[src/verilog/opc_pkg.sv]
package opc_pkg;

    // ------------------------------------------------------------------
    // Command opcodes seen on the command register write port
    // ------------------------------------------------------------------
    localparam logic [7:0] OPC_CMD_NOP        = 8'h00;
    localparam logic [7:0] OPC_CMD_PACKET     = 8'ha0;
    localparam logic [7:0] OPC_CMD_IDENTIFY   = 8'hec;
    localparam logic [7:0] OPC_CMD_DEV_RESET  = 8'h08;
    localparam logic [7:0] OPC_CMD_SERVICE    = 8'ha2;
    localparam logic [7:0] OPC_CMD_RD_QUEUED  = 8'hc7;
    localparam logic [7:0] OPC_CMD_RD_QUEUEDX = 8'h26;
    localparam logic [7:0] OPC_CMD_WR_QUEUED  = 8'hcc;
    localparam logic [7:0] OPC_CMD_WR_QUEUEDX = 8'h36;

    // ------------------------------------------------------------------
    // Subcommand and field positions
    // ------------------------------------------------------------------
    localparam logic [7:0] OPC_NOP_AUTO_POLL  = 8'h01;
    localparam logic [7:0] OPC_NOP_PLAIN      = 8'h00;
    localparam int         OPC_OVL_POS        = 0;

    // ------------------------------------------------------------------
    // Packet-device signature left in the count, sector and cylinder registers
    // ------------------------------------------------------------------
    localparam logic [7:0] OPC_SIG_CYL_LOW    = 8'h14;
    localparam logic [7:0] OPC_SIG_CYL_HIGH   = 8'heb;
    localparam logic [7:0] OPC_SIG_COUNT      = 8'h01;
    localparam logic [7:0] OPC_SIG_SECTOR     = 8'h01;

    // ------------------------------------------------------------------
    // Sizes, timing counts and abort error code
    // ------------------------------------------------------------------
    localparam int         OPC_PKT_WORDS      = 6;
    localparam logic [2:0] OPC_PKT_LAST       = 3'(OPC_PKT_WORDS - 1);
    localparam logic [3:0] OPC_PREP_CYCLES    = 4'h4;
    localparam logic [7:0] OPC_ERR_ABORT      = 8'h04;

    // Status byte carried to the host side.
    typedef struct packed {
        logic busy_flag_bit;
        logic ready_bit;
        logic fault_bit;
        logic service_request_bit;
        logic data_request_bit;
        logic corr_bit;
        logic index_bit;
        logic error_bit;
    } opc_status_type;

    // Signature register image.
    typedef struct packed {
        logic [7:0] count;
        logic [7:0] sector;
        logic [7:0] cyl_low;
        logic [7:0] cyl_high;
    } opc_sig_type;

endpackage

[src/verilog/opc_ctl.sv]
`timescale 1ns/10ps
// Overview of operation
// - Packet accepted: busy, then data request
// - Last packet word: busy set, request cleared
// - Hardware and soft reset load packet signature
// - Identify command aborted, signature loaded
// - Device reset command not decoded as a reset
// - Bus release clears busy and request
// - Only listed commands may overlap
// - Overlap bit sampled at command write
// - Overlap with release interrupt releases bus
// - Ready released command: service, gated interrupt
// - Release interrupt off: finish or release
// - Queued DMA: finish or release
// - Service shown whether or not selected
// - Auto poll: error only, queue kept
// - Status read or command write clears pending
module opc_ctl
    import opc_pkg::*;
(
    // Clock and reset
    input  wire logic           ref_clk,
    input  wire logic           rst,
    // Resets from the host side
    input  wire logic           soft_reset,
    // Task-file access
    input  wire logic           cmd_write,
    input  wire logic [7:0]     cmd_code,
    input  wire logic [7:0]     features,
    input  wire logic           status_read,
    input  wire logic           data_write,
    input  wire logic           dev_selected,
    input  wire logic           interrupt_disable_bit,
    // Configuration and back end
    input  wire logic           release_int_enable,
    input  wire logic           overlap_supported,
    input  wire logic           exec_ready,
    input  wire logic           exec_done,
    // Outputs to the host side
    output opc_status_type      status,
    output opc_sig_type         signature,
    output logic [7:0]          error_reg,
    output logic                host_interrupt_line,
    output logic [7:0]          released_count
);

    // ------------------------------------------------------------------
    // State
    // ------------------------------------------------------------------
    typedef enum {ST_IDLE, ST_PREP, ST_PKT, ST_EXEC, ST_DONE} opc_state_type;
    opc_state_type state_reg;
    logic [3:0]    prep_reg;
    logic [2:0]    word_reg;
    logic          ovl_reg;
    logic          pending_reg;
    logic          wants_release;
    logic          ovl_ok;
    logic          any_reset;
    logic          svc_event;

    assign any_reset = rst | soft_reset;
    assign ovl_ok = (cmd_code == OPC_CMD_PACKET) || (cmd_code == OPC_CMD_RD_QUEUED)
                  || (cmd_code == OPC_CMD_RD_QUEUEDX) || (cmd_code == OPC_CMD_WR_QUEUED)
                  || (cmd_code == OPC_CMD_WR_QUEUEDX) || (cmd_code == OPC_CMD_SERVICE);
    // release on overlap with release interrupt; release if not ready
    assign wants_release = ovl_reg && (release_int_enable || !exec_ready);
    // A released command becomes ready for service when the back end says so.
    assign svc_event = exec_ready && (released_count != 8'h00) && (state_reg == ST_IDLE);

    // ------------------------------------------------------------------
    // Command sequencer
    // ------------------------------------------------------------------
    // Hardware and soft resets share this path; the other drive never sees them.
    always_ff @(posedge ref_clk)
    begin
        if (any_reset)
        begin
            state_reg <= ST_IDLE;
            prep_reg  <= 4'h0;
            word_reg  <= 3'h0;
            ovl_reg   <= 1'b0;
        end
        else if (cmd_write && (state_reg == ST_IDLE))
        begin
            ovl_reg <= features[OPC_OVL_POS] & overlap_supported;
            if (cmd_code == OPC_CMD_PACKET)
            begin
                state_reg <= ST_PREP;
                prep_reg  <= OPC_PREP_CYCLES;
            end
            else if (ovl_ok)
            begin
                state_reg <= ST_EXEC;
            end
        end
        else
        begin
            case (state_reg)
                ST_PREP:
                begin
                    prep_reg <= prep_reg - 4'h1;
                    if (prep_reg == 4'h1)
                    begin
                        state_reg <= ST_PKT;
                        word_reg  <= 3'h0;
                    end
                end
                ST_PKT:
                begin
                    if (data_write)
                    begin
                        word_reg <= word_reg + 3'h1;
                        if (word_reg == OPC_PKT_LAST)
                        begin
                            state_reg <= ST_EXEC;
                        end
                    end
                end
                ST_EXEC:
                begin
                    if (wants_release || exec_done)
                    begin
                        state_reg <= ST_IDLE;
                    end
                end
                default:
                begin
                    state_reg <= ST_IDLE;
                end
            endcase
        end
    end

    // ------------------------------------------------------------------
    // Released command count
    // ------------------------------------------------------------------
    // service held until every released command is served
    always_ff @(posedge ref_clk)
    begin
        if (any_reset)
        begin
            released_count <= 8'h00;
        end
        else
        begin
            if ((state_reg == ST_EXEC) && wants_release && !exec_done
                && !(cmd_write && cmd_code == OPC_CMD_SERVICE))
            begin
                released_count <= released_count + 8'h01;
            end
            else if (cmd_write && (state_reg == ST_IDLE) && (cmd_code == OPC_CMD_SERVICE)
                     && (released_count != 8'h00))
            begin
                released_count <= released_count - 8'h01;
            end
        end
    end

    // ------------------------------------------------------------------
    // Status, error and signature
    // ------------------------------------------------------------------
    always_ff @(posedge ref_clk)
    begin
        if (any_reset)
        begin
            status    <= '0;
            error_reg <= 8'h00;
            signature <= {OPC_SIG_COUNT, OPC_SIG_SECTOR, OPC_SIG_CYL_LOW, OPC_SIG_CYL_HIGH};
        end
        else
        begin
            status.busy_flag_bit    <= (state_reg == ST_PREP && prep_reg != 4'h1)
                                       || (state_reg == ST_EXEC)
                                       || (state_reg == ST_PKT && data_write
                                           && word_reg == OPC_PKT_LAST);
            status.data_request_bit <= (state_reg == ST_PREP && prep_reg == 4'h1)
                                       || (state_reg == ST_PKT
                                           && !(data_write && word_reg == OPC_PKT_LAST));
            status.ready_bit        <= 1'b1;
            status.service_request_bit <= (released_count != 8'h00)
                                          && (exec_ready || status.service_request_bit);
            if (cmd_write && (state_reg == ST_IDLE))
            begin
                if (cmd_code == OPC_CMD_IDENTIFY)
                begin
                    status.error_bit <= 1'b1;
                    error_reg        <= OPC_ERR_ABORT;
                    signature <= {OPC_SIG_COUNT, OPC_SIG_SECTOR,
                                  OPC_SIG_CYL_LOW, OPC_SIG_CYL_HIGH};
                end
                else if (cmd_code == OPC_CMD_NOP)
                begin
                    // auto poll only flags an error, queue untouched
                    status.error_bit <= 1'b1;
                    error_reg        <= OPC_ERR_ABORT;
                end
                else
                begin
                    status.error_bit <= 1'b0;
                    error_reg        <= 8'h00;
                end
            end
        end
    end

    // ------------------------------------------------------------------
    // Interrupt pending and line
    // ------------------------------------------------------------------
    // A service event in the clearing cycle wins so the request is not lost.
    always_ff @(posedge ref_clk)
    begin
        if (any_reset)
        begin
            pending_reg <= 1'b0;
        end
        else if (svc_event && !status.service_request_bit)
        begin
            pending_reg <= 1'b1;
        end
        // status read or command write clears
        else if (status_read || cmd_write)
        begin
            pending_reg <= 1'b0;
        end
    end

    // line gated by selection and disable bit
    always_ff @(posedge ref_clk)
    begin
        if (any_reset)
        begin
            host_interrupt_line <= 1'b0;
        end
        else
        begin
            host_interrupt_line <= pending_reg && dev_selected && !interrupt_disable_bit;
        end
    end

    // ------------------------------------------------------------------
    // Checks
    // ------------------------------------------------------------------
    // busy before data request
    a_packet_busy_first: assert property (@(posedge ref_clk) disable iff (any_reset)
        (cmd_write && cmd_code == OPC_CMD_PACKET && state_reg == ST_IDLE)
        |=> ##1 status.busy_flag_bit && !status.data_request_bit)
        else $error("busy not shown after packet command");
    a_flags_exclusive: assert property (@(posedge ref_clk) disable iff (any_reset)
        !(status.busy_flag_bit && status.data_request_bit))
        else $error("busy and data request both set");
    a_last_word_busy: assert property (@(posedge ref_clk) disable iff (any_reset)
        (state_reg == ST_PKT && data_write && word_reg == OPC_PKT_LAST)
        |=> status.busy_flag_bit && !status.data_request_bit)
        else $error("flags wrong after last packet word");
    a_pending_clear: assert property (@(posedge ref_clk) disable iff (any_reset)
        (status_read && !svc_event) |=> !pending_reg)
        else $error("pending survived status read");
    a_intr_gated: assert property (@(posedge ref_clk) disable iff (any_reset)
        host_interrupt_line |-> $past(dev_selected) && !$past(interrupt_disable_bit))
        else $error("interrupt raised while gated");
    a_identify_abort: assert property (@(posedge ref_clk) disable iff (any_reset)
        (cmd_write && cmd_code == OPC_CMD_IDENTIFY && state_reg == ST_IDLE)
        |=> status.error_bit && error_reg == OPC_ERR_ABORT)
        else $error("identify not aborted");
    a_poll_keeps_queue: assert property (@(posedge ref_clk) disable iff (any_reset)
        (cmd_write && cmd_code == OPC_CMD_NOP && state_reg == ST_IDLE)
        |=> status.error_bit && released_count >= $past(released_count))
        else $error("auto poll disturbed the queue");
    a_reset_signature: assert property (@(posedge ref_clk)
        $past(rst) |-> signature.cyl_high == OPC_SIG_CYL_HIGH)
        else $error("signature missing after reset");
    a_release_clears: assert property (@(posedge ref_clk) disable iff (any_reset)
        (state_reg == ST_EXEC && wants_release && !cmd_write) |=> ##1
        !status.busy_flag_bit && !status.data_request_bit)
        else $error("bus not released");

endmodule // opc_ctl

[config.mk]
export PLATFORM = sky130hd
export DESIGN_NAME = opc_ctl
export DESIGN_NICKNAME = d
export VERILOG_FILES = /design/src/verilog/opc_pkg.sv /design/src/verilog/opc_ctl.sv
export SDC_FILE = /design/constraint.sdc
export NUM_CORES = 1
export LEC_CHECK = 0
export BUFFER_PORTS_ARGS = -buffer_cell sky130_fd_sc_hd__buf_2
export CAP_MARGIN = 20
export CORE_MARGIN = 2
export CORE_UTILIZATION = 35
export DETAILED_ROUTE_END_ITERATION = 8
export SLEW_MARGIN = 40
export SYNTH_ARGS = -nofsm -noshare
export SYNTH_HDL_FRONTEND = slang
export SYNTH_SLANG_ARGS = --single-unit
export TNS_END_PERCENT = 50
[constraint.sdc]
create_clock -name ref_clk -period 5.12 [get_ports ref_clk]
set_clock_uncertainty 0.05 [all_clocks]
set_input_delay 0.512 -clock ref_clk [delete_from_list [all_inputs] [get_ports ref_clk]]
set_output_delay 0.512 -clock ref_clk [all_outputs]
set_load 0.005 [all_outputs]
Yosys cells after proc, flatten, opt, wreduce, memory -nomap -nowiden

Cells that the tools add are included.

Register bits after elaboration: 63
Input port bits: 28

Add/subtract/negate cells: 4
Equal/unequal tests: 24
Muxes and demuxes: 23
Bitwise logic cells: 3
Reduce and logical (&&, ||, !) cells: 48

Operators by type and width:

| kind                                                  | number |
|---|---|
| 2-to-1 mux 32 bit                                     | 7 |
| equality test 32 x 2 -> 1 bit (second input constant) | 3 |
| case mux 32 bit (3 select lines)                      | 1 |
| equality test 32 x 3 -> 1 bit (second input constant) | 2 |
| equality test 8 bit (second input constant)           | 5 |
| equality test 32 x 1 -> 1 bit (second input constant) | 1 |
| logical NOT 32 bit                                    | 1 |
| logical AND 1 bit                                     | 20 |
| equality test 8 x 6 -> 1 bit (second input constant)  | 2 |
| 2-to-1 mux 8 bit                                      | 2 |
| inequality test 3 bit (second input constant)         | 5 |
| logical OR 1 bit                                      | 12 |
| 2-to-1 mux 3 bit                                      | 4 |
| 2-to-1 mux 4 bit                                      | 3 |
| adder 8 x 1 -> 8 bit (second input constant)          | 1 |
| logical NOT 8 bit                                     | 1 |
| nonzero test 2 bit                                    | 4 |
| nonzero test 8 bit                                    | 1 |
| subtractor 8 x 1 -> 8 bit (second input constant)     | 1 |
| logical NOT 1 bit                                     | 6 |
| inequality test 2 bit (second input constant)         | 3 |
| case mux 3 bit (2 select lines)                       | 1 |
| 2-to-1 mux 1 bit                                      | 5 |
| AND reduction 5 bit                                   | 1 |
| other kinds (10)                                      | 10 |

Longest topological paths before layout

Depth after elaboration: 9
Gate-level depth with buffers: 10

Worst setup path before layout

No wires, ideal clock.

Kind: input to register
Start: input cmd_code[0]
End: register released_count[7]
Data arrival time: 2.608 ns
Required time: 4.998 ns
Setup slack: 2.390 ns
Cell stages on the path: 9
Path buffers: 0
Cell sequence: or4b_4 nor3_1 or2_2 ha_1 a21oi_1 a21oi_1 and3b_1 mux2i_1 mux2i_1

Word-level cells in the longest chain between the ends: 5

Ends and longest elaborated chain:

| item                                                   | line                           | source |
|---|---|---|
| start, declared                                        | opc_ctl.sv:28                  | `input wire logic [7:0] cmd_code,` |
| equality test 8 bit *                                  | opc_ctl.sv:147, opc_ctl.sv:151 |  |
| logical AND 1 bit                                      | opc_ctl.sv:147                 | `&& !(cmd_write && cmd_code == OPC_CMD_SERVICE))` |
| logical NOT 1 bit                                      | opc_ctl.sv:147                 |  |
| logical AND 1 bit                                      | opc_ctl.sv:147                 |  |
| 2-to-1 mux 8 bit or nonzero test 2 bit (tied branches) | n/a                            |  |
| end signal, assigned                                   | opc_ctl.sv:149                 | `released_count <= released_count + 8'h01;` |
| end signal, assigned                                   | opc_ctl.sv:154                 | `released_count <= released_count - 8'h01;` |
| end, declared                                          | opc_ctl.sv:44                  | `output logic [7:0] released_count` |

Mark *: on every way between the ends. The rest lies on a longest branch, timed or not.
A chain may end at the register's enable or synchronous reset.

Final worst setup path

Start: register state_reg[0]
End: register released_count[7]

Word-level cells in the longest chain between the ends: 5

Ends and longest elaborated chain:

| item                                                                | line                           | source |
|---|---|---|
| start, declared                                                     | opc_ctl.sv:51                  | `opc_state_type state_reg;` |
| start signal, assigned                                              | opc_ctl.sv:78                  | `state_reg <= ST_IDLE;` |
| start signal, assigned                                              | opc_ctl.sv:88                  | `state_reg <= ST_PREP;` |
| start signal, assigned                                              | opc_ctl.sv:93                  | `state_reg <= ST_EXEC;` |
| equality test 32 x 3 -> 1 bit or logical NOT 32 bit (tied branches) | opc_ctl.sv:146, opc_ctl.sv:151 |  |
| logical AND 1 bit, on equally long branches (2 in series)           | opc_ctl.sv:146, opc_ctl.sv:151 |  |
| logical AND 1 bit, on equally long branches                         | opc_ctl.sv:147, opc_ctl.sv:152 |  |
| 2-to-1 mux 8 bit or nonzero test 2 bit (tied branches)              | n/a                            |  |

Several ways; a longest one is shown, not always the timed one.

==> flow_metrics.py <==
metrics = {
    "drt": {
        "viasPerCell": 4.68,
        "met2_length_um": 1670,
        "dr.max_layer_used": "met4",
        "wirelength_um": 3720,
        "avgRoutedWirePerCell_um": 11.1,
        "drt_drc_violations_left": 0,
        "drtIter0Drc": 34,
        "drt-met1-wl_um": 1830,
        "ant_nets": 0,
        "num_vias": 1567,
        "dr.pass1.iters": 4,
        "wl_met3_um": 183,
    },
    "clocking": {
        "post_cts_resized": 0,
        "htreeDepth": 1,
        "cts_tree": "yes",
        "path_clk_slew_ps": 90,
        "cts_buffers": 3,
        "cts_max_path_buffers": 2,
        "postCtsSetupBuffers": 0,
        "clkLatencyLatePin_ps": 270,
        "cts-hold-fix-buffers": 0,
        "root_buffer": "clkbuf_8",
        "cts.sinks": 25,
    },
    "floorplanning": {
        "die_w_um": 77.5,
        "fp.dieArea_mm2": 0.00601,
        "dieHeight_um": 77.5,
        "boundaryPins": 85,
        "row_count": 26,
        "initial_utilization_pct": 36.6,
        "core_mm2": 0.00517,
    },
    "cells_and_area": {
        "register_area_um2": 500,
        "fin_area_mm2": 0.00201,
        "diodes": 0,
        "fin_util_pct": 38.8,
        "fillCellCount": 570,
        "drive_gt1_share_pct": 16.6,
        "nets": 309,
        "final_cell_mix": "42 x conb_1, 35 x buf_2, 25 x dfxtp_1",
        "largest_register_ffs": 8,
        "syn2layout_area_growth_pct": 6.15,
        "final_common_cell": "conb_1",
        "multi_input_area_mm2": 0.00116,
    },
    "sta": {
        "timing.slew.headroom_pct": 55.3,
        "finalSetupViolCount": 0,
        "slew_violations": 0,
        "layout_min_cycle_time_ps": 2850,
        "worst_pin_slew_ps": 662,
        "setup_tns_ps": 0,
        "finalCritPeriodShare_pct": 55.7,
        "max_freq_mhz": 351,
        "final.setup.worst_slack_ps": 2270,
        "final_hold_viol_count": 0,
        "rsz0062_at_grt": "false",
    },
    "setup_path": {
        "reg2reg_depth": 10,
        "cp-start-kind": "flop",
        "critPathRequiredTime_ps": 5270,
        "cp.arrival_ps": 3010,
        "cp.depth": 10,
        "end_kind": "flop",
        "crit_buf_inv": 1,
        "crit-reg2reg-launch": "state_reg[0]",
        "cp_max_fo": 8,
        "reg2reg_to": "released_count[7]",
        "critPathCapture": "released_count[7]",
        "r2r_slack_ps": 2270,
        "crit_path_top_delay_cell": "or2_2",
        "worstSetupPathType": "flop to flop",
        "startpoint": "state_reg[0]",
        "path_delay_family": "compound AO/OA/AOI/OAI gates",
        "cp_cell_sequence": "ha_1, inv_1, a2111o_1, or2_2, ha_1, a21oi_1, a21oi_1, and3b_1, mux2i_1, mux2i_1",
        "crit_path_max_incr_delay_ps": 410,
    },
    "synthesis": {
        "syn_area_mm2": 0.00189,
        "async_flop_share_pct": 0,
        "syn-mean-instance-area_um2": 8.16,
        "synthCells": 232,
        "ys_seq_area_share_pct": 26.4,
        "ys_ff_latch": 25,
        "synth_cell_type_count": 46,
        "synth_edf_count": 0,
        "yosysWarnings": 0,
        "synth_flop_cell": "dfxtp_1",
    },
    "pwr": {
        "leakage_uw": 0.000952,
        "power.density_mw_per_mm2": 185,
        "ir_drop_v": 0.0000942,
    },
    "grt": {
        "grt_pass1_wl_um": 5960,
        "grt_pass1_vias": 1302,
        "grt_usage_pct": 12.0,
        "antenna_found_initial": 0,
        "grt_max_degree": 21,
        "grt_overflow": 0,
    },
    "worst_hold_path": {
        "hp-class": "primary input to flop",
        "hold_depth": 2,
    },
    "placement": {
        "gp_congestion": 0.786,
        "io_buffers": 35,
        "dp_slack_ps": 2030,
        "place.detailed.hpwl_um": 2900,
        "placed_cell_area_mm2": 0.00196,
    },
    "run": {
        "max_cap_viol_count": 0,
    },
    "run_status": {
        "status": "complete, no violations",
    },
}
## how the worst min path moves through the flow
stage	slack (ps)	start	end
finish	340	interrupt_disable_bit	host_interrupt_line
global route	360	interrupt_disable_bit	host_interrupt_line
CTS	340	interrupt_disable_bit	host_interrupt_line
detailed placement	390	pending_reg	host_interrupt_line
global placement	380	pending_reg	host_interrupt_line
floorplan	360	pending_reg	host_interrupt_line
## kinds of logic (layout without fill, tap and decap cells)
logic type / count (synthesis) / after routing / share of synthesized area (%)
AO/OA/AOI/OAI: 45 / 45 / 15.1
XOR/XNOR: 6 / 6 / 2.78
adder cells (fa/ha/maj): 15 / 15 / 10.3
buffers and inverters: 58 / 51 / 20.4
flip-flops: 25 / 25 / 26.4
multiplexers: 8 / 8 / 4.23
other: 2 / 42 / 0.397
AND/OR/NAND/NOR: 73 / 73 / 20.4
## Yosys cell counts, types with 2 or more instances
| cell | n | area share (%) |
|---|---|---|
| mux2i_1 | 8 | 4.2 |
| nor2b_1 | 2 | 0.66 |
| dfxtp_1 | 25 | 26 |
| or3b_2 | 2 | 0.93 |
| buf_4 | 43 | 17 |
| clkbuf_1 | 2 | 0.40 |
| o21ai_0 | 7 | 1.9 |
| nor2_1 | 14 | 2.8 |
| a31oi_1 | 4 | 1.3 |
| nand3_1 | 11 | 2.9 |
| conb_1 | 2 | 0.40 |
| inv_1 | 12 | 2.4 |
| or2_2 | 2 | 0.66 |
| a21boi_0 | 2 | 0.79 |
| a21oi_1 | 17 | 4.5 |
| xor2_1 | 6 | 2.8 |
| nor4_1 | 4 | 1.3 |
| ha_1 | 14 | 9.3 |
| nor3_1 | 5 | 1.3 |
| nand2_1 | 18 | 3.6 |
| or3_1 | 3 | 0.99 |
| a21o_1 | 2 | 0.79 |
| a2111o_1 | 2 | 1.2 |
| a211oi_1 | 2 | 0.79 |
| nand4_1 | 2 | 0.66 |
## where the power goes
group          leakage [uW]  total [uW]  switching (uW)  internal, uW
Clock             0.0000228         122            66.4          55.8
Combinational      0.000727        51.2            33.9          17.3
Sequential         0.000202         199            1.91           197
## per-stage QoR
step	cells	hold slack (ps)	power, uW
after floorplan	272	364	258
after global placement	331	381	254
after detailed placement	331	387	254
after CTS	335	335	379
after global routing	335	356	391
final	335	338	372
## layout make-up
type,instances,area share [%]
clock buffer,4,2.24
sequential,25,24.9
multi-input combinational,189,57.5
tap,70,4.36
timing repair buffer,35,8.72
inverter,12,2.24
## routing by layer
| layer | global-route usage (%) | vias to the layer above |
|---|---|---|
| met1 | 16.0 | 716 |
| met5 | 0 | - |
| met2 | 19.5 | 52 |
| met4 | 3.75 | 0 |
| li1 | - | 794 |
| met3 | 2.33 | 5 |
No activity file was read; power rests on OpenSTA's default activity.
